`src/ecc_inject_regs.svh`:
```
// register offsets, field positions and reset values of the ecc injector
`ifndef ECC_INJECT_REGS_SVH
`define ECC_INJECT_REGS_SVH

`define ADDR_W              12
`define OFS_FIFO_TRIG       12'h354
`define OFS_TX_DATA_LOW     12'h358
`define OFS_TX_DATA_MID     12'h35C
`define OFS_TX_DATA_TOP     12'h360
`define OFS_TX_CTRL         12'h364
`define OFS_RX_DATA_LOW     12'h368
`define OFS_RX_DATA_MID     12'h36C
`define OFS_RX_DATA_TOP     12'h370
`define OFS_RX_CTRL         12'h374
`define OFS_PCS_TRIG        12'h37C
`define OFS_LANE0           12'h380
`define OFS_LANE1           12'h384

`define DATA_CW_W           72
`define CTRL_CW_W           13
`define LANE_CW_W           28
`define TOP_W               8
`define FIFO_TRIG_W         4
`define PCS_TRIG_W          6

`define FT_TX_DATA          0
`define FT_TX_CTRL          1
`define FT_RX_DATA          2
`define FT_RX_CTRL          3
`define PT_LANE0            0
`define PT_LANE1            1
`define PT_LANE2            2
`define PT_LANE3            3
`define PT_RATE_DATA        4
`define PT_RATE_CTRL        5

`define RST_ZERO            32'h0000_0000

`endif

```
`src/ecc_inject_pkg.sv`:
```
// codeword types shared by the ecc injector
package ecc_inject_pkg;
    typedef logic [71:0] data_cw_t;
    typedef logic [12:0] ctrl_cw_t;
    typedef logic [27:0] lane_cw_t;
endpackage : ecc_inject_pkg

```
`src/ecc_error_injection_masks.sv`:
```
// apb-reached error injection masks and triggers for secded memories
`timescale 1ns/10ps
`include "ecc_inject_regs.svh"

// Operation
// - tx data mid mask flips tx codeword bits 63 to 32
// - tx data top mask bits 7:0 flip tx bits 71:64; rest reserved
// - tx control mask uses 13 low bits, one per control+check bit
// - rx data low mask flips rx codeword bits 31 to 0
// - rx data mid mask bit n flips rx codeword bit n+32
// - rx data top mask bits 7:0 flip rx bits 71:64; rest reserved
// - rx control mask holds 13 bits for rx control+check word
// - pcs trigger bit 5 requests rate control error, then self-clears
// - pcs trigger bit 4 requests rate data error, then self-clears
// - pcs trigger bits 3:0 request lane errors, self-clear; 31:6 reserved
// - lane 0 mask holds 28 bits in 27:0; top four reserved
// - lane 1 mask holds 28 bits in 27:0; top four reserved
// - mask one corrupts its codeword bit, zero leaves it alone
// - tx data low mask flips tx codeword bits 31 to 0
// - fifo trigger bits 0..3 request tx/rx data/control errors, self-clear
// - registers exist only with protected memories and mac present
module ecc_error_injection_masks
    import ecc_inject_pkg::*;
#(
    parameter bit ECC_RAMS_ON = 1'b1,
    parameter bit MAC_PRESENT = 1'b1
)
(
    input  wire logic                  pclk,
    input  wire logic                  presetn,
    input  wire logic                  psel,
    input  wire logic                  penable,
    input  wire logic                  pwrite,
    input  wire logic [`ADDR_W-1:0]    paddr,
    input  wire logic [31:0]           pwdata,
    output logic      [31:0]           prdata,
    output logic                       pready,
    output logic                       pslverr,
    input  wire data_cw_t              tx_data_in,
    input  wire logic                  tx_data_wen,
    output data_cw_t                   tx_data_out,
    output logic                       tx_data_wen_out,
    input  wire ctrl_cw_t              tx_ctrl_in,
    input  wire logic                  tx_ctrl_wen,
    output ctrl_cw_t                   tx_ctrl_out,
    output logic                       tx_ctrl_wen_out,
    input  wire data_cw_t              rx_data_in,
    input  wire logic                  rx_data_wen,
    output data_cw_t                   rx_data_out,
    output logic                       rx_data_wen_out,
    input  wire ctrl_cw_t              rx_ctrl_in,
    input  wire logic                  rx_ctrl_wen,
    output ctrl_cw_t                   rx_ctrl_out,
    output logic                       rx_ctrl_wen_out,
    input  wire lane_cw_t              lane0_in,
    input  wire logic                  lane0_wen,
    output lane_cw_t                   lane0_out,
    output logic                       lane0_wen_out,
    input  wire lane_cw_t              lane1_in,
    input  wire logic                  lane1_wen,
    output lane_cw_t                   lane1_out,
    output logic                       lane1_wen_out,
    input  wire logic                  lane2_wen,
    input  wire logic                  lane3_wen,
    input  wire logic                  rate_data_wen,
    input  wire logic                  rate_ctrl_wen,
    output logic                       lane2_inject_req,
    output logic                       lane3_inject_req,
    output logic                       rate_data_inject_req,
    output logic                       rate_ctrl_inject_req
);

    // ------------------------------------------------------------------
    // helpers
    // ------------------------------------------------------------------
    // xor of a mask into a codeword only while the request stands
    function automatic data_cw_t flip_data(
        input data_cw_t cw,
        input data_cw_t mask,
        input logic     req
    );
        flip_data = req ? (cw ^ mask) : cw;
    endfunction : flip_data

    function automatic ctrl_cw_t flip_ctrl(
        input ctrl_cw_t cw,
        input ctrl_cw_t mask,
        input logic     req
    );
        flip_ctrl = req ? (cw ^ mask) : cw;
    endfunction : flip_ctrl

    function automatic lane_cw_t flip_lane(
        input lane_cw_t cw,
        input lane_cw_t mask,
        input logic     req
    );
        flip_lane = req ? (cw ^ mask) : cw;
    endfunction : flip_lane

    // ------------------------------------------------------------------
    // register storage
    // ------------------------------------------------------------------
    logic [31:0]              tx_data_mask_low_r;
    logic [31:0]              tx_data_mask_mid_r;
    logic [`TOP_W-1:0]        tx_data_mask_top_r;
    logic [`CTRL_CW_W-1:0]    tx_fifo_ctrl_mask_r;
    logic [31:0]              rx_fifo_data_mask_low_r;
    logic [31:0]              rx_fifo_data_mask_mid_r;
    logic [`TOP_W-1:0]        rx_fifo_data_mask_top_r;
    logic [`CTRL_CW_W-1:0]    rx_fifo_ctrl_mask_r;
    logic [`LANE_CW_W-1:0]    deskew_lane0_mask_r;
    logic [`LANE_CW_W-1:0]    deskew_lane1_mask_r;
    logic [`FIFO_TRIG_W-1:0]  fifo_error_trigger_r;
    logic [`FIFO_TRIG_W-1:0]  fifo_error_trigger_nxt;
    logic [`PCS_TRIG_W-1:0]   pcs_error_trigger_r;
    logic [`PCS_TRIG_W-1:0]   pcs_error_trigger_nxt;
    logic [31:0]              prdata_r;

    // ------------------------------------------------------------------
    // apb decode
    // ------------------------------------------------------------------
    // with the option off the whole window is unmapped
    wire present = ECC_RAMS_ON && MAC_PRESENT;

    wire hit_ftrig = present && (paddr == `OFS_FIFO_TRIG);
    wire hit_txl   = present && (paddr == `OFS_TX_DATA_LOW);
    wire hit_txm   = present && (paddr == `OFS_TX_DATA_MID);
    wire hit_txt   = present && (paddr == `OFS_TX_DATA_TOP);
    wire hit_txc   = present && (paddr == `OFS_TX_CTRL);
    wire hit_rxl   = present && (paddr == `OFS_RX_DATA_LOW);
    wire hit_rxm   = present && (paddr == `OFS_RX_DATA_MID);
    wire hit_rxt   = present && (paddr == `OFS_RX_DATA_TOP);
    wire hit_rxc   = present && (paddr == `OFS_RX_CTRL);
    wire hit_ptrig = present && (paddr == `OFS_PCS_TRIG);
    wire hit_ln0   = present && (paddr == `OFS_LANE0);
    wire hit_ln1   = present && (paddr == `OFS_LANE1);

    wire hit_any = hit_ftrig | hit_txl | hit_txm | hit_txt | hit_txc
                 | hit_rxl | hit_rxm | hit_rxt | hit_rxc
                 | hit_ptrig | hit_ln0 | hit_ln1;

    wire setup_ph = psel && !penable;
    wire access   = psel && penable;
    wire wr_en    = access && pwrite && hit_any;

    // reserved bits pad with zero so they always read back as zero
    wire [31:0] rd_mux =
          ({32{hit_ftrig}} & {28'h0, fifo_error_trigger_r})
        | ({32{hit_txl}}   & tx_data_mask_low_r)
        | ({32{hit_txm}}   & tx_data_mask_mid_r)
        | ({32{hit_txt}}   & {24'h0, tx_data_mask_top_r})
        | ({32{hit_txc}}   & {19'h0, tx_fifo_ctrl_mask_r})
        | ({32{hit_rxl}}   & rx_fifo_data_mask_low_r)
        | ({32{hit_rxm}}   & rx_fifo_data_mask_mid_r)
        | ({32{hit_rxt}}   & {24'h0, rx_fifo_data_mask_top_r})
        | ({32{hit_rxc}}   & {19'h0, rx_fifo_ctrl_mask_r})
        | ({32{hit_ptrig}} & {26'h0, pcs_error_trigger_r})
        | ({32{hit_ln0}}   & {4'h0, deskew_lane0_mask_r})
        | ({32{hit_ln1}}   & {4'h0, deskew_lane1_mask_r});

    // read data is caught in setup so it comes from a flop in access
    assign pready  = 1'b1;
    assign pslverr = access && !hit_any;
    assign prdata  = prdata_r;

    always_ff @(posedge pclk or negedge presetn)
    begin
        if (!presetn)
            prdata_r <= `RST_ZERO;
        else if (setup_ph)
            prdata_r <= pwrite ? `RST_ZERO : rd_mux;
    end

    // ------------------------------------------------------------------
    // mask registers
    // ------------------------------------------------------------------
    // masks are never touched by an injection, only by software
    always_ff @(posedge pclk or negedge presetn)
    begin
        if (!presetn)
        begin
            tx_data_mask_low_r      <= `RST_ZERO;
            tx_data_mask_mid_r      <= `RST_ZERO;
            tx_data_mask_top_r      <= `TOP_W'(`RST_ZERO);
            tx_fifo_ctrl_mask_r     <= `CTRL_CW_W'(`RST_ZERO);
            rx_fifo_data_mask_low_r <= `RST_ZERO;
            rx_fifo_data_mask_mid_r <= `RST_ZERO;
            rx_fifo_data_mask_top_r <= `TOP_W'(`RST_ZERO);
            rx_fifo_ctrl_mask_r     <= `CTRL_CW_W'(`RST_ZERO);
            deskew_lane0_mask_r     <= `LANE_CW_W'(`RST_ZERO);
            deskew_lane1_mask_r     <= `LANE_CW_W'(`RST_ZERO);
        end
        else if (wr_en)
        begin
            if (hit_txl)
                tx_data_mask_low_r <= pwdata;
            if (hit_txm)
                tx_data_mask_mid_r <= pwdata;
            if (hit_txt)
                tx_data_mask_top_r <= pwdata[`TOP_W-1:0];
            if (hit_txc)
                tx_fifo_ctrl_mask_r <= pwdata[`CTRL_CW_W-1:0];
            if (hit_rxl)
                rx_fifo_data_mask_low_r <= pwdata;
            if (hit_rxm)
                rx_fifo_data_mask_mid_r <= pwdata;
            if (hit_rxt)
                rx_fifo_data_mask_top_r <= pwdata[`TOP_W-1:0];
            if (hit_rxc)
                rx_fifo_ctrl_mask_r <= pwdata[`CTRL_CW_W-1:0];
            if (hit_ln0)
                deskew_lane0_mask_r <= pwdata[`LANE_CW_W-1:0];
            if (hit_ln1)
                deskew_lane1_mask_r <= pwdata[`LANE_CW_W-1:0];
        end
    end

    // ------------------------------------------------------------------
    // trigger registers
    // ------------------------------------------------------------------
    // a write of one sets a request, a zero is ignored; a request is
    // consumed by the next write into its memory; software set wins
    // over a consume in the same cycle so a fresh request is not lost
    wire [`FIFO_TRIG_W-1:0] fifo_consume = {rx_ctrl_wen, rx_data_wen,
                                            tx_ctrl_wen, tx_data_wen};
    wire [`PCS_TRIG_W-1:0]  pcs_consume  = {rate_ctrl_wen, rate_data_wen,
                                            lane3_wen, lane2_wen,
                                            lane1_wen, lane0_wen};
    wire [`FIFO_TRIG_W-1:0] fifo_set =
        (wr_en && hit_ftrig) ? pwdata[`FIFO_TRIG_W-1:0] : '0;
    wire [`PCS_TRIG_W-1:0]  pcs_set =
        (wr_en && hit_ptrig) ? pwdata[`PCS_TRIG_W-1:0] : '0;

    assign fifo_error_trigger_nxt =
        (fifo_error_trigger_r & ~fifo_consume) | fifo_set;
    assign pcs_error_trigger_nxt =
        (pcs_error_trigger_r & ~pcs_consume) | pcs_set;

    always_ff @(posedge pclk or negedge presetn)
    begin
        if (!presetn)
        begin
            fifo_error_trigger_r <= `FIFO_TRIG_W'(`RST_ZERO);
            pcs_error_trigger_r  <= `PCS_TRIG_W'(`RST_ZERO);
        end
        else
        begin
            fifo_error_trigger_r <= fifo_error_trigger_nxt;
            pcs_error_trigger_r  <= pcs_error_trigger_nxt;
        end
    end

    // ------------------------------------------------------------------
    // write-path corruption
    // ------------------------------------------------------------------
    wire data_cw_t tx_data_mask = {tx_data_mask_top_r,
                                   tx_data_mask_mid_r,
                                   tx_data_mask_low_r};
    wire data_cw_t rx_data_mask = {rx_fifo_data_mask_top_r,
                                   rx_fifo_data_mask_mid_r,
                                   rx_fifo_data_mask_low_r};

    wire inj_txd = fifo_error_trigger_r[`FT_TX_DATA];
    wire inj_txc = fifo_error_trigger_r[`FT_TX_CTRL];
    wire inj_rxd = fifo_error_trigger_r[`FT_RX_DATA];
    wire inj_rxc = fifo_error_trigger_r[`FT_RX_CTRL];
    wire inj_ln0 = pcs_error_trigger_r[`PT_LANE0];
    wire inj_ln1 = pcs_error_trigger_r[`PT_LANE1];

    // one cycle of latency on every path keeps the outputs on flops
    always_ff @(posedge pclk or negedge presetn)
    begin
        if (!presetn)
        begin
            tx_data_out     <= '0;
            tx_data_wen_out <= 1'b0;
            tx_ctrl_out     <= '0;
            tx_ctrl_wen_out <= 1'b0;
            rx_data_out     <= '0;
            rx_data_wen_out <= 1'b0;
            rx_ctrl_out     <= '0;
            rx_ctrl_wen_out <= 1'b0;
        end
        else
        begin
            tx_data_wen_out <= tx_data_wen;
            tx_ctrl_wen_out <= tx_ctrl_wen;
            rx_data_wen_out <= rx_data_wen;
            rx_ctrl_wen_out <= rx_ctrl_wen;
            if (tx_data_wen)
                tx_data_out <= flip_data(tx_data_in, tx_data_mask,
                                         inj_txd);
            if (tx_ctrl_wen)
                tx_ctrl_out <= flip_ctrl(tx_ctrl_in, tx_fifo_ctrl_mask_r,
                                         inj_txc);
            if (rx_data_wen)
                rx_data_out <= flip_data(rx_data_in, rx_data_mask,
                                         inj_rxd);
            if (rx_ctrl_wen)
                rx_ctrl_out <= flip_ctrl(rx_ctrl_in, rx_fifo_ctrl_mask_r,
                                         inj_rxc);
        end
    end

    always_ff @(posedge pclk or negedge presetn)
    begin
        if (!presetn)
        begin
            lane0_out     <= '0;
            lane0_wen_out <= 1'b0;
            lane1_out     <= '0;
            lane1_wen_out <= 1'b0;
        end
        else
        begin
            lane0_wen_out <= lane0_wen;
            lane1_wen_out <= lane1_wen;
            if (lane0_wen)
                lane0_out <= flip_lane(lane0_in, deskew_lane0_mask_r,
                                       inj_ln0);
            if (lane1_wen)
                lane1_out <= flip_lane(lane1_in, deskew_lane1_mask_r,
                                       inj_ln1);
        end
    end

    // ------------------------------------------------------------------
    // requests for paths whose masks live outside this block
    // ------------------------------------------------------------------
    // the owner applies its own mask on its next write, which also
    // clears the request above
    assign lane2_inject_req     = pcs_error_trigger_r[`PT_LANE2];
    assign lane3_inject_req     = pcs_error_trigger_r[`PT_LANE3];
    assign rate_data_inject_req =
        pcs_error_trigger_r[`PT_RATE_DATA];
    assign rate_ctrl_inject_req =
        pcs_error_trigger_r[`PT_RATE_CTRL];

endmodule : ecc_error_injection_masks

```
`config.mk`:
```
export PLATFORM = sky130hd
export DESIGN_NAME = ecc_error_injection_masks
export DESIGN_NICKNAME = d
export VERILOG_FILES = /design/src/ecc_inject_pkg.sv /design/src/ecc_error_injection_masks.sv
export VERILOG_INCLUDE_DIRS = /design/src
export SDC_FILE = /design/constraint.sdc
export NUM_CORES = 1
export LEC_CHECK = 0
export BUFFER_PORTS_ARGS = -buffer_cell sky130_fd_sc_hd__buf_2
export CAP_MARGIN = 25
export CORE_ASPECT_RATIO = 1.2
export CORE_MARGIN = 1
export CORE_UTILIZATION = 45
export CTS_CLUSTER_DIAMETER = 200
export DETAILED_ROUTE_END_ITERATION = 10
export GPL_ROUTABILITY_DRIVEN = 0
export PLACE_DENSITY_LB_ADDON = 0.25
export SYNTH_ARGS = -nofsm -noshare
export SYNTH_HDL_FRONTEND = slang
export SYNTH_SLANG_ARGS = --single-unit
```
`constraint.sdc`:
```
create_clock -name pclk -period 2.6 [get_ports pclk]
set_clock_uncertainty 0.2 [all_clocks]
set_input_delay 0.52 -clock pclk [delete_from_list [all_inputs] [get_ports pclk]]
set_output_delay 0.52 -clock pclk [all_outputs]
set_load 0.005 [all_outputs]
```
After elaboration in Yosys (flattened, before gate mapping)
Cells that the tools add are included.
Word-level totals
  memories: 0
  RAM bits: 0
  word-level logic and storage cells: 111
  memory bits (read-only): 0
  bits of input ports: 285
  latch bits: 0
  output and inout bits: 270
  register bits: 500
Operators by class
  reduce and logical (&&, ||, !) cells: 19
  $mul: 0
  bitwise operators: 46
  eq/ne operators: 12
  $add $sub $neg: 0
  shift-type cells: 0
  multiplexer cells: 9
  div/mod/pow operators: 0
  magnitude comparators: 0
Operators with widths (number)
  $or 32x32->32: 11
  $eq 12x10->1 const B: 12
  $mux 72: 2
  $xor 72x72->72: 2
  $and 32x32->32: 4
  $and 32x13->32: 2
  $and 32x28->32: 2
  $and 32x8->32: 2
  $mux 28: 2
  $xor 28x28->28: 2
  $and 32x4->32: 1
  $and 32x6->32: 1
  $mux 32: 1
  $mux 13: 2
  $xor 13x13->13: 2
  $reduce_and 2->1: 10
  $or 1x1->1: 11
  $logic_and 1x1->1: 7
  $and 6x6->6: 1
  $mux 6: 1
  $not 6->6: 1
  $or 6x6->6: 1
  $and 4x4->4: 1
  $mux 4: 1
  other kinds (3): 4

Depth between registers and ports, before layout
Gate-level depths: netlist of run 1.
  word-level depth: 16
  gate-level depth with buffers: 8
  gate-level depth less buffers: 5

Worst setup path after synthesis of run 1
OpenSTA, ideal clock, no wires.
  path kind: input to register
  from: in paddr[4]
  to: reg deskew_lane1_mask_r[10]
  cell stages on the path: 7
  data required time: 2275 ps
  buffers on the path: 3
  library setup time: 125 ps
  path slack: 122 ps
  arrival time: 2153 ps
  path through: buf_2 or4b_4 nor3_4 and2_4 buf_12 buf_12 mux2_4
On the way
  longest elaborated chain between the ends: 14
  elaborated cells on any way between the ends: 25
  those cells by class: eq/ne (12); bitwise (11); reduce/logical (2)
RTL lines
  start, declared: RTL line ecc_error_injection_masks.sv:34  | input wire logic [`ADDR_W-1:0] paddr,
  $eq 12x10->1 (no source line)
  $or 1x1->1 (4 in a row): RTL line ecc_error_injection_masks.sv:139  | wire hit_any = hit_ftrig | hit_txl | hit_txm | hit_txt | hit_txc
  $or 1x1->1 (4 in a row): RTL line ecc_error_injection_masks.sv:140  | | hit_rxl | hit_rxm | hit_rxt | hit_rxc
  $or 1x1->1 (3 in a row): RTL line ecc_error_injection_masks.sv:141  | | hit_ptrig | hit_ln0 | hit_ln1;
  $logic_and 1x1->1: RTL line ecc_error_injection_masks.sv:145  | wire wr_en = access && pwrite && hit_any;
  $reduce_and 2->1 (no source line) (*)
  end signal, assigned: RTL line ecc_error_injection_masks.sv:192  | deskew_lane1_mask_r <= `LANE_CW_W'(`RST_ZERO);
  end signal, assigned: RTL line ecc_error_injection_masks.sv:215  | deskew_lane1_mask_r <= pwdata[`LANE_CW_W-1:0];
  end, declared: RTL line ecc_error_injection_masks.sv:113  | logic [`LANE_CW_W-1:0] deskew_lane1_mask_r;
Every way passes the cells marked *; elsewhere a longest branch is shown, timed or not.
A chain may end at the register's enable or synchronous reset.

Worst setup path after layout of run 1
  from: in paddr[6]
  to: out pslverr
On the way
  longest elaborated chain between the ends: 14
  elaborated cells on any way between the ends: 25
  those cells by class: eq/ne (12); bitwise (11); reduce/logical (2)
RTL lines
  $eq 12x10->1 (no source line)
  $or 1x1->1 (4 in a row): RTL line ecc_error_injection_masks.sv:139
  $or 1x1->1 (4 in a row): RTL line ecc_error_injection_masks.sv:140
  $or 1x1->1 (2 in a row): RTL line ecc_error_injection_masks.sv:141
  $or 1x1->1 (*): RTL line ecc_error_injection_masks.sv:141
  $logic_not 1->1 (*): RTL line ecc_error_injection_masks.sv:164  | assign pslverr = access && !hit_any;
  $logic_and 1x1->1 (*): RTL line ecc_error_injection_masks.sv:164
  end, declared: RTL line ecc_error_injection_masks.sv:38  | output logic pslverr,
Marks and branches as above.

==> flow_summary.json, run 1 <==
{
  "first_pass_iters": 6,
  "synth_edf_count": 0,
  "min_path_type": "in2reg",
  "final_cell_mix": "550 x buf_2, 498 x dfrtp_1, 273 x nand2_1",
  "clk_latency_ps": 600,
  "crit_type": "in2out",
  "synth_cell_types": 60,
  "drv_slew": 0,
  "die_area_um2": 52150,
  "maxCapViolations": 0,
  "clockBufferDepth": 3,
  "p_leak_nw": 13.48,
  "clockPowerShare_pct": 43.9,
  "fin_total_pwr_w": 0.01771,
  "synth-seq-area-share_pct": 54.26,
  "holdWs_ps": 36.78,
  "rows": 90,
  "synth_fp_nets": 2421,
  "setup_violations": 0,
  "syn_inst": 2136,
  "peakVddDrop_uv": 492.6,
  "wl_per_cell_um": 23.99,
  "hold_viol": 0,
  "grt_setup_unrepaired": "no",
  "synth_seq_cells": 500,
  "power_density_nw_per_um2": 611.6,
  "cts_sinks": 500,
  "endpoint_kind": "primary output",
  "pwr-share-seq_pct": 46.8,
  "core-area_um2": 50450,
  "slew_headroom_pct": 55.86,
  "clkTransAtPathRegs_ps": 60,
  "htree_levels": 2,
  "cts_buffers": 51,
  "combPwrFrac_pct": 9.3,
  "drt-vias-per-instance": 5.588,
  "route.detailed.drc": 0,
  "tightest_slew_ps": 643.7,
  "syn_avg_cell_area_um2": 10.80,
  "finalCriticalPeriod_ps": 2519,
  "max_freq_ghz": 0.3970,
  "grt_pass1_wl_mm": 121.6,
  "finalCritPeriodShare_pct": 96.89,
  "grt_max_degree": 147,
  "fin_nets": 2984,
  "multiInputGateArea_um2": 9899,
  "register_area_um2": 12520,
  "synthToLayoutAreaGrowth_pct": 25.56,
  "wl_mm": 81.26,
  "die-height_um": 250.0,
  "ant_nets": 0,
  "ys.flop_type": "dfrtp_1",
  "final_common_cell": "buf_2",
  "cp_data_arrival_time_ps": 1800,
  "power_switching_w": 0.004277,
  "async_reset_ff_share_pct": 100.0,
  "yosysWarningCount": 0,
  "synth_area_um2": 23060,
  "overflow": 0,
  "cts-root-buf": "clkbuf_16",
  "drt_iter0_markers": 1679,
  "antenna_found_initial": 5,
  "crit_required_ps": 1880,
  "p_sw_share_pct": 24.15,
  "cts_tree": "built",
  "startpoint_type": "primary input",
  "p_int_w": 0.01343,
  "ff2ff_setup_slack_ps": 670,
  "io_pins": 555,
  "post_cts_buffers": 0,
  "track_usage_pct": 31.10,
  "path_max_fanout": 4,
  "drive_gt1_share_pct": 35.07,
  "dp_hpwl_mm": 60.63,
  "status": "finished, final reports clean",
  "nFillCells": 4419,
  "port_buffers": 553,
  "grt_pass1_vias": 19570,
  "die_w_um": 208.6,
  "start_util_pct": 45.71,
  "routed-via-count": 18930
}
## area by class of cell
type                    instances  area share [%]
diodes                          3         0.02593
clock buffers                  77           5.411
clock inverters                17          0.7347
inverters                      11          0.1426
multi-input cells            1478           34.19
flip-flops and latches        500           43.24
well taps                     644           2.783
repair buffers                657           13.47
## critical path, cell delays in order
cell and delay (ps):
buf_2 120, nor4b_1 520, a21oi_1 80, o32ai_1 270
a21oi_1 140, buf_2 150
## sequential cells by signal (all words and copies together), names as in the netlist, 32 cells and up
register	flops
rx_data_out	72
tx_data_out	72
prdata	32
rx_fifo_data_mask_low_r	32
rx_fifo_data_mask_mid_r	32
tx_data_mask_low_r	32
tx_data_mask_mid_r	32
## final timing paths
path,start,end,depth (start not counted)
worst max-delay path,paddr[6],pslverr,6
worst min-delay path,lane1_in[11],lane1_out[11]$_DFFE_PN0P_,3
worst max register to register,deskew_lane1_mask_r[0]$_DFFE_PN0P_,prdata[0]$_DFFE_PN0P_,4
worst min register to register,prdata[26]$_DFFE_PN0P_,prdata[26]$_DFFE_PN0P_,1
max in group asynchronous,presetn,fifo_error_trigger_r[0]$_DFF_PN0_,3
min in group asynchronous,presetn,rx_data_out[50]$_DFFE_PN0P_,2
## routing by layer
layer | share of wire, % | track usage (%) | vias to the layer above | wire length, um
met5 | 0.032 | 0 | - | 26
met4 | 5.8 | 16.76 | 4 | 4679
met3 | 6.5 | 6.141 | 237 | 5298
met2 | 49 | 52.27 | 877 | 39750
met1 | 39 | 37.64 | 9355 | 31510
li1 | - | - | 8454 | -
## Yosys cell counts, types with 4 or more instances
master       n  area [um2]
inv_1       11       41.29
nor2_1     243       912.1
buf_1       18       67.56
a22o_1      19       166.4
mux2_4      20       300.3
a21o_1      15       112.6
mux2i_1     18       180.2
a311oi_1    18       157.7
nor2b_1      4       25.02
a2111oi_0    4       35.03
a31oi_1      4       25.02
o21ai_0     25       125.1
xor2_1     226        1979
nand2b_1     4       25.02
nand2_1    273        1025
nor4_1       5       31.28
nor3_1       6       30.03
mux2_2     180        2027
nand3_1     27       135.1
buf_4        6       45.04
a22oi_1     50       375.4
dfrtp_1    500       12510
o22ai_1      7       43.79
nor4b_1      4       35.03
mux2_1      34       382.9
a41oi_1      4       35.03
a21oi_1    236        1181
a221oi_1     7       61.31
buf_2       28       140.1
clkbuf_1    91       341.6
## logic make-up after synthesis
| family | count (synthesis) | synth area share [%] |
|---|---|---|
| and+or+nand+nor | 595 | 10.87 |
| xor gates and xnor gates | 226 | 8.584 |
| muxes | 253 | 12.63 |
| other | 1 | 0.01626 |
| buffers and inverters | 158 | 3.066 |
| DFF | 500 | 54.26 |
| AOI/OAI and AO/OA | 403 | 10.57 |
## per-stage QoR
| stage | utilization, % | setup WS (ps) | instance area, um2 | cells | TNS (ps) |
|---|---|---|---|---|---|
| final | 57.39 | 80.82 | 28950 | 3387 | 0 |
| after global routing | 57.39 | 5.712 | 28950 | 3387 | 0 |
| after CTS | 57.36 | 20.81 | 28940 | 3384 | 0 |
| after detailed placement | 53.65 | -63.72 | 27070 | 3281 | -397.3 |
| after global placement | 53.65 | 1.304 | 27070 | 3281 | 0 |
| after floorplan | - | 121.8 | 23060 | 2136 | 0 |
## repair_timing
item | in CTS | in global routing
setup endpoints to repair | 0 | 1
gates resized for setup | 0 | 2
hold endpoints to repair | 52 | 0
hold buffers | 9 | 0
## power by group through the flow
stage / clock network, W / logic [W] / registers (W)
2_1_floorplan: 0 / 0.000551 / 0.00844
6_report: 0.00777 / 0.00165 / 0.00829
3_5_place_dp: 0 / 0.00165 / 0.00842
5_1_grt: 0.00819 / 0.00181 / 0.00831
4_1_cts: 0.00791 / 0.00166 / 0.00828
3_3_place_gp: 0 / 0.00161 / 0.00841
No activity file was read; power rests on OpenSTA's default activity.
==> inputs of run 2 (changes only) <==
--- a/config.mk
+++ b/config.mk
@@ -15,6 +15,7 @@
 export DETAILED_ROUTE_END_ITERATION = 10
 export GPL_ROUTABILITY_DRIVEN = 0
 export PLACE_DENSITY_LB_ADDON = 0.25
+export RECOVER_POWER = 50
 export SYNTH_ARGS = -nofsm -noshare
 export SYNTH_HDL_FRONTEND = slang
 export SYNTH_SLANG_ARGS = --single-unit
==> run 2 against run 1 <==
The run now ends with capacitance limit, slew limit left; largest power group unchanged; setup slack better by 3.9 ps; wire length about the same; sequential share of layout area is 0.16 points higher; sequential cell count unchanged; clock power barely moved; non-clock buffer count unchanged; final area is 0.39% lower.
==> flow_summary.json, run 2 (synthesis results as in run 1) <==
{
  "min_path_type": "in2reg",
  "p_leak_nw": 13.43,
  "wl_per_cell_um": 23.99,
  "die_area_um2": 52150,
  "final_util_pct": 57.16,
  "placed_cells": 3281,
  "slew_headroom_pct": -29.16,
  "htree_levels": 2,
  "cts_buffers": 51,
  "ant_nets": 0,
  "max_freq_ghz": 0.3976,
  "track_usage_pct": 31.10,
  "status": "complete, but fails checks",
  "multiInputGateArea_um2": 9899,
  "wl_mm": 81.24,
  "final_cells": 3387,
  "route.detailed.drc": 0,
  "die-height_um": 250.0,
  "dp_hpwl_mm": 60.63,
  "nFillCells": 4437,
  "power_density_nw_per_um2": 613.5,
  "clk_latency_ps": 600,
  "io_pins": 555,
  "finalCriticalPeriod_ps": 2515,
  "cp_data_arrival_time_ps": 1800,
  "drt_iter0_markers": 1594,
  "start_util_pct": 45.71,
  "rows": 90,
  "finalCritPeriodShare_pct": 96.74,
  "first_pass_iters": 5,
  "ff2ff_setup_slack_ps": 500,
  "fin_nets": 2984,
  "drive_gt1_share_pct": 34.85,
  "grt_pass1_wl_mm": 121.6,
  "core-area_um2": 50450,
  "register_area_um2": 12520,
  "clockBufferDepth": 3,
  "startpoint_type": "primary input",
  "rr_endpoint": "rx_data_out[5]$_DFFE_PN0P_",
  "worst_r2r_path_depth": 4,
  "routed-via-count": 18940,
  "clkTransAtPathRegs_ps": 70,
  "hold_viol": 0,
  "violations": "capacitance limit, slew limit",
  "final_cell_mix": "547 x buf_2, 498 x dfrtp_1, 273 x nand2_1",
  "final_common_cell": "buf_2",
  "crit_required_ps": 1880,
  "port_buffers": 553,
  "drv_slew": 204,
  "fin_total_pwr_w": 0.01769,
  "peakVddDrop_uv": 492.6,
  "crit_type": "in2out",
  "cts_sinks": 500,
  "setup_violations": 0,
  "die_w_um": 208.6,
  "cts-root-buf": "clkbuf_16",
  "endpoint_kind": "primary output",
  "top_regs": "rx_data_out x72, tx_data_out x72",
  "synthToLayoutAreaGrowth_pct": 25.06,
  "grt_pass1_vias": 19570,
  "overflow": 0,
  "endpoint": "pslverr",
  "rr_startpoint": "fifo_error_trigger_r[2]$_DFF_PN0_",
  "maxCapViolations": 2,
  "tns_ps": 0,
  "grt_setup_unrepaired": "no",
  "whs_path_depth": 3,
  "drt-vias-per-instance": 5.592,
  "grt_max_degree": 147,
  "tightest_slew_ps": 1934,
  "path_max_fanout": 9,
  "crit_start": "paddr[8]",
  "antenna_found_initial": 5,
  "cts_tree": "built"
}
-- run 2: cell types whose count changed in the layout (fill, tap and decap cells not counted) --
cell	change
clkbuf_1	+5
clkbuf_4	+3
buf_6	+2
clkbuf_2	+8
dlymetal6s2s_1	+1
dfrtp_4	-1
buf_2	-3
buf_4	-9
buf_12	-8
dfrtp_2	+1
buf_8	+1
-- run 2: repair_timing --
item                                    in CTS  in global routing
endpoints found under the hold margin       52                  0
endpoints found under the setup margin       0                  1
resized for setup                            0                  2
buffers inserted                             0                  0
hold buffers                                 9                  0
-- run 2: through the flow --
step                worst slack, ps  instance area, um2  hold WS [ps]
floorplan                     121.8               23060         24.41
global placement              1.304               27070         258.3
detailed placement           -63.72               27070         266.2
CTS                           20.81               28940         7.783
global route                  5.712               28840         25.65
finish                        84.76               28840         39.69
-- run 2: critical path: stages --
cell and delay [ps]:
buf_2 120, nor4bb_1 290, buf_4 220, nand2_1 160, o32ai_1 190, a21oi_1 130
buf_2 150
-- run 2: metal layers --
metal  part of all wire, %  global-route usage [%]
met1                    39                   37.64
met2                    49                   52.27
met3                   6.7                   6.141
met4                   5.7                   16.76
met5                 0.032                       0
-- run 2: worst min-delay path by stage --
stage / start / to / slack (ps)
finish: rx_ctrl_in[0] / rx_ctrl_out[0]$_DFFE_PN0P_ / 40
global route: rx_data_in[53] / rx_data_out[53]$_DFFE_PN0P_ / 30
CTS: lane1_in[14] / lane1_out[14]$_DFFE_PN0P_ / 8
detailed placement: prdata[26]$_DFFE_PN0P_ / prdata[26]$_DFFE_PN0P_ / 270
global placement: prdata[27]$_DFFE_PN0P_ / prdata[27]$_DFFE_PN0P_ / 260
floorplan: presetn / deskew_lane0_mask_r[0]$_DFFE_PN0P_ / 20
-- run 2: area by class of cell --
class	count	share of cell area, %
antenna	3	0.02603
clock buffer	77	5.432
clock inverter	17	0.7376
inverter	11	0.1432
multi-input combinational	1478	34.33
sequential	500	43.40
tap	644	2.794
timing repair buffer	657	13.13
-- run 2: power breakdown --
group | internal (W) | switching, W
Clock | 0.00464 | 0.00313
Combinational | 0.000671 | 0.000965
Sequential | 0.00811 | 0.000181
Total | 0.0134 | 0.00427
==> inputs of run 3 (changes only) <==
--- a/config.mk
+++ b/config.mk
@@ -11,7 +11,7 @@
 export CORE_ASPECT_RATIO = 1.2
 export CORE_MARGIN = 1
 export CORE_UTILIZATION = 45
-export CTS_CLUSTER_DIAMETER = 200
+export CTS_CLUSTER_DIAMETER = 60
 export DETAILED_ROUTE_END_ITERATION = 10
 export GPL_ROUTABILITY_DRIVEN = 0
 export PLACE_DENSITY_LB_ADDON = 0.25
==> constraint.sdc (replaced) <==
create_clock -name pclk -period 3.2 [get_ports pclk]
set_clock_uncertainty 0.2 [all_clocks]
set_input_delay 0.64 -clock pclk [delete_from_list [all_inputs] [get_ports pclk]]
set_output_delay 0.64 -clock pclk [all_outputs]
set_load 0.005 [all_outputs]
==> run 3 against run 2 <==
The flow still finishes with violations (capacitance limit, slew limit); final cell count down 1.1%; wire length down 0.81%; via count down 1.2%; final area down 1.8%; hold slack worse by 12 ps; sequential share of layout area up 0.81 points; first-iteration DRC count down 1.8%; setup slack worse by 27 ps; highest routed layer unchanged.
==> flow_summary.json, run 3 (synthesis results as in run 1) <==
{
  "status": "complete, but fails checks",
  "clk_latency_ps": 590,
  "p_sw_share_pct": 24.13,
  "grt_setup_unrepaired": "no",
  "track_usage_pct": 30.80,
  "crit_required_ps": 2360,
  "routed-via-count": 18720,
  "grt_max_degree": 72,
  "drv_slew": 177,
  "cp_data_arrival_time_ps": 2300,
  "crit_path_frequent_cell": "buf_2",
  "p_int_w": 0.01077,
  "tightest_slew_ps": 2477,
  "postPlaceCellArea_um2": 26690,
  "placed_cells": 3251,
  "io_pins": 555,
  "cp_slowest_cell": "nor4bb_1",
  "path_cells": "buf_2 > nor4bb_1 > buf_4 > nand2_1 > o32ai_1 > a21oi_1 > buf_2",
  "cts_buffers": 52,
  "rows": 90,
  "wl_mm": 80.58,
  "pwr-share-seq_pct": 47.4,
  "finalCritPeriodShare_pct": 98.20,
  "cts_tree": "built",
  "top_regs": "rx_data_out x72, tx_data_out x72",
  "hold_viol": 0,
  "cts_sinks": 500,
  "power_density_nw_per_um2": 501.4,
  "max_freq_ghz": 0.3182,
  "clockBufferDepth": 3,
  "htree_levels": 2,
  "clockPowerShare_pct": 43.5,
  "p_leak_nw": 13.14,
  "min_path_type": "in2reg",
  "slew_headroom_pct": -65.12,
  "combPwrFrac_pct": 9.1,
  "port_buffers": 553,
  "wl_per_cell_um": 24.05,
  "startpoint_type": "primary input",
  "maxCapViolations": 5,
  "die_w_um": 208.6,
  "setup_violations": 0,
  "max_stage_delay_ps": 660,
  "endpoint_kind": "primary output",
  "route.detailed.drc": 0,
  "crit_type": "in2out",
  "die_area_um2": 52150,
  "synthToLayoutAreaGrowth_pct": 22.76,
  "finalCriticalPeriod_ps": 3142,
  "drt-vias-per-instance": 5.588,
  "design_area_um2": 28310,
  "dp_hpwl_mm": 59.79,
  "grt_pass1_wl_mm": 120.3,
  "overflow": 0,
  "grt_pass1_vias": 19250,
  "path_max_fanout": 9,
  "first_pass_iters": 8,
  "final_common_cell": "buf_2",
  "start_util_pct": 45.71,
  "core-area_um2": 50450,
  "peakVddDrop_uv": 351.7,
  "die-height_um": 250.0,
  "clkTransAtPathRegs_ps": 60,
  "cts-root-buf": "clkbuf_16",
  "ant_nets": 0,
  "drt_iter0_markers": 1565,
  "drive_gt1_share_pct": 33.53,
  "fin_nets": 2951,
  "antenna_found_initial": 6,
  "power_switching_w": 0.003425,
  "final_cell_mix": "548 x buf_2, 499 x dfrtp_1, 273 x nand2_1",
  "violations": "capacitance limit, slew limit",
  "final_cells": 3350
}
[run 3: power groups by stage]
stage / sequential (W) / clock [W] / combinational (W)
floorplan: 0.00686 / 0 / 0.000448
global placement: 0.00683 / 0 / 0.00129
detailed placement: 0.00684 / 0 / 0.00132
CTS: 0.00673 / 0.00626 / 0.00132
global route: 0.00676 / 0.00651 / 0.00142
finish: 0.00673 / 0.00617 / 0.00129
[run 3: worst max-delay path: cells and delay by family]
family	cells	cell delay (ps)
AOI/OAI and AO/OA	2	270
and+or+nand+nor	2	850
buffers and inverters	3	540
[run 3: path summary, 6_finish.rpt]
path	startpoint	endpoint	slack, ps	cells past startpoint
worst min-delay path	rate_ctrl_wen	pcs_error_trigger_r[5]$_DFF_PN0_	30	2
worst max-delay path	paddr[11]	pslverr	60	7
max in group asynchronous	presetn	tx_data_out[66]$_DFFE_PN0P_	430	3
worst min register to register	prdata[11]$_DFFE_PN0P_	prdata[11]$_DFFE_PN0P_	280	2
min in group asynchronous	presetn	lane0_out[18]$_DFFE_PN0P_	400	2
worst max register to register	fifo_error_trigger_r[2]$_DFF_PN0_	rx_data_out[12]$_DFFE_PN0P_	670	3
[run 3: cell type report]
| cell class | instances | area, um2 |
|---|---|---|
| Antenna cell | 4 | 10.01 |
| Timing Repair Buffer | 623 | 3316 |
| Inverter | 11 | 41.29 |
| Sequential cell | 500 | 12520 |
| Clock buffer | 77 | 1556 |
| Tap cell | 644 | 805.8 |
| Fill cell | 4562 | 22140 |
| Multi-Input combinational cell | 1478 | 9891 |
| Clock inverter | 13 | 171.4 |
[run 3: through the flow]
stage	setup WS [ps]	util, %	power, W	setup TNS, ps	hold WS, ps
6_report	57.55	56.11	0.01419	0	27.91
5_1_grt	23.33	56.11	0.01469	0	23.51
4_1_cts	51.08	56.41	0.01431	0	3.527
3_5_place_dp	-42.09	52.91	0.008157	-298.3	268.9
3_3_place_gp	-4.123	52.91	0.008114	-14.22	256.5
2_1_floorplan	553.3	-	0.007307	0	144.4
[run 3: what timing repair did]
item | CTS | global route
resized for setup | 0 | 0
hold endpoints to repair | 55 | 0
hold buffers | 4 | 0
endpoints found under the setup margin | 0 | 0
setup buffers | 0 | 0
[run 3: routing by layer]
layer  vias to the layer above  GRT usage [%]  part of all wire (%)
li1                       8384              -                     -
met1                      9311          37.44                    39
met2                       821          53.13                    50
met3                       201          5.512                   6.0
met4                         4          14.12                   5.0
met5                         -              0                 0.032
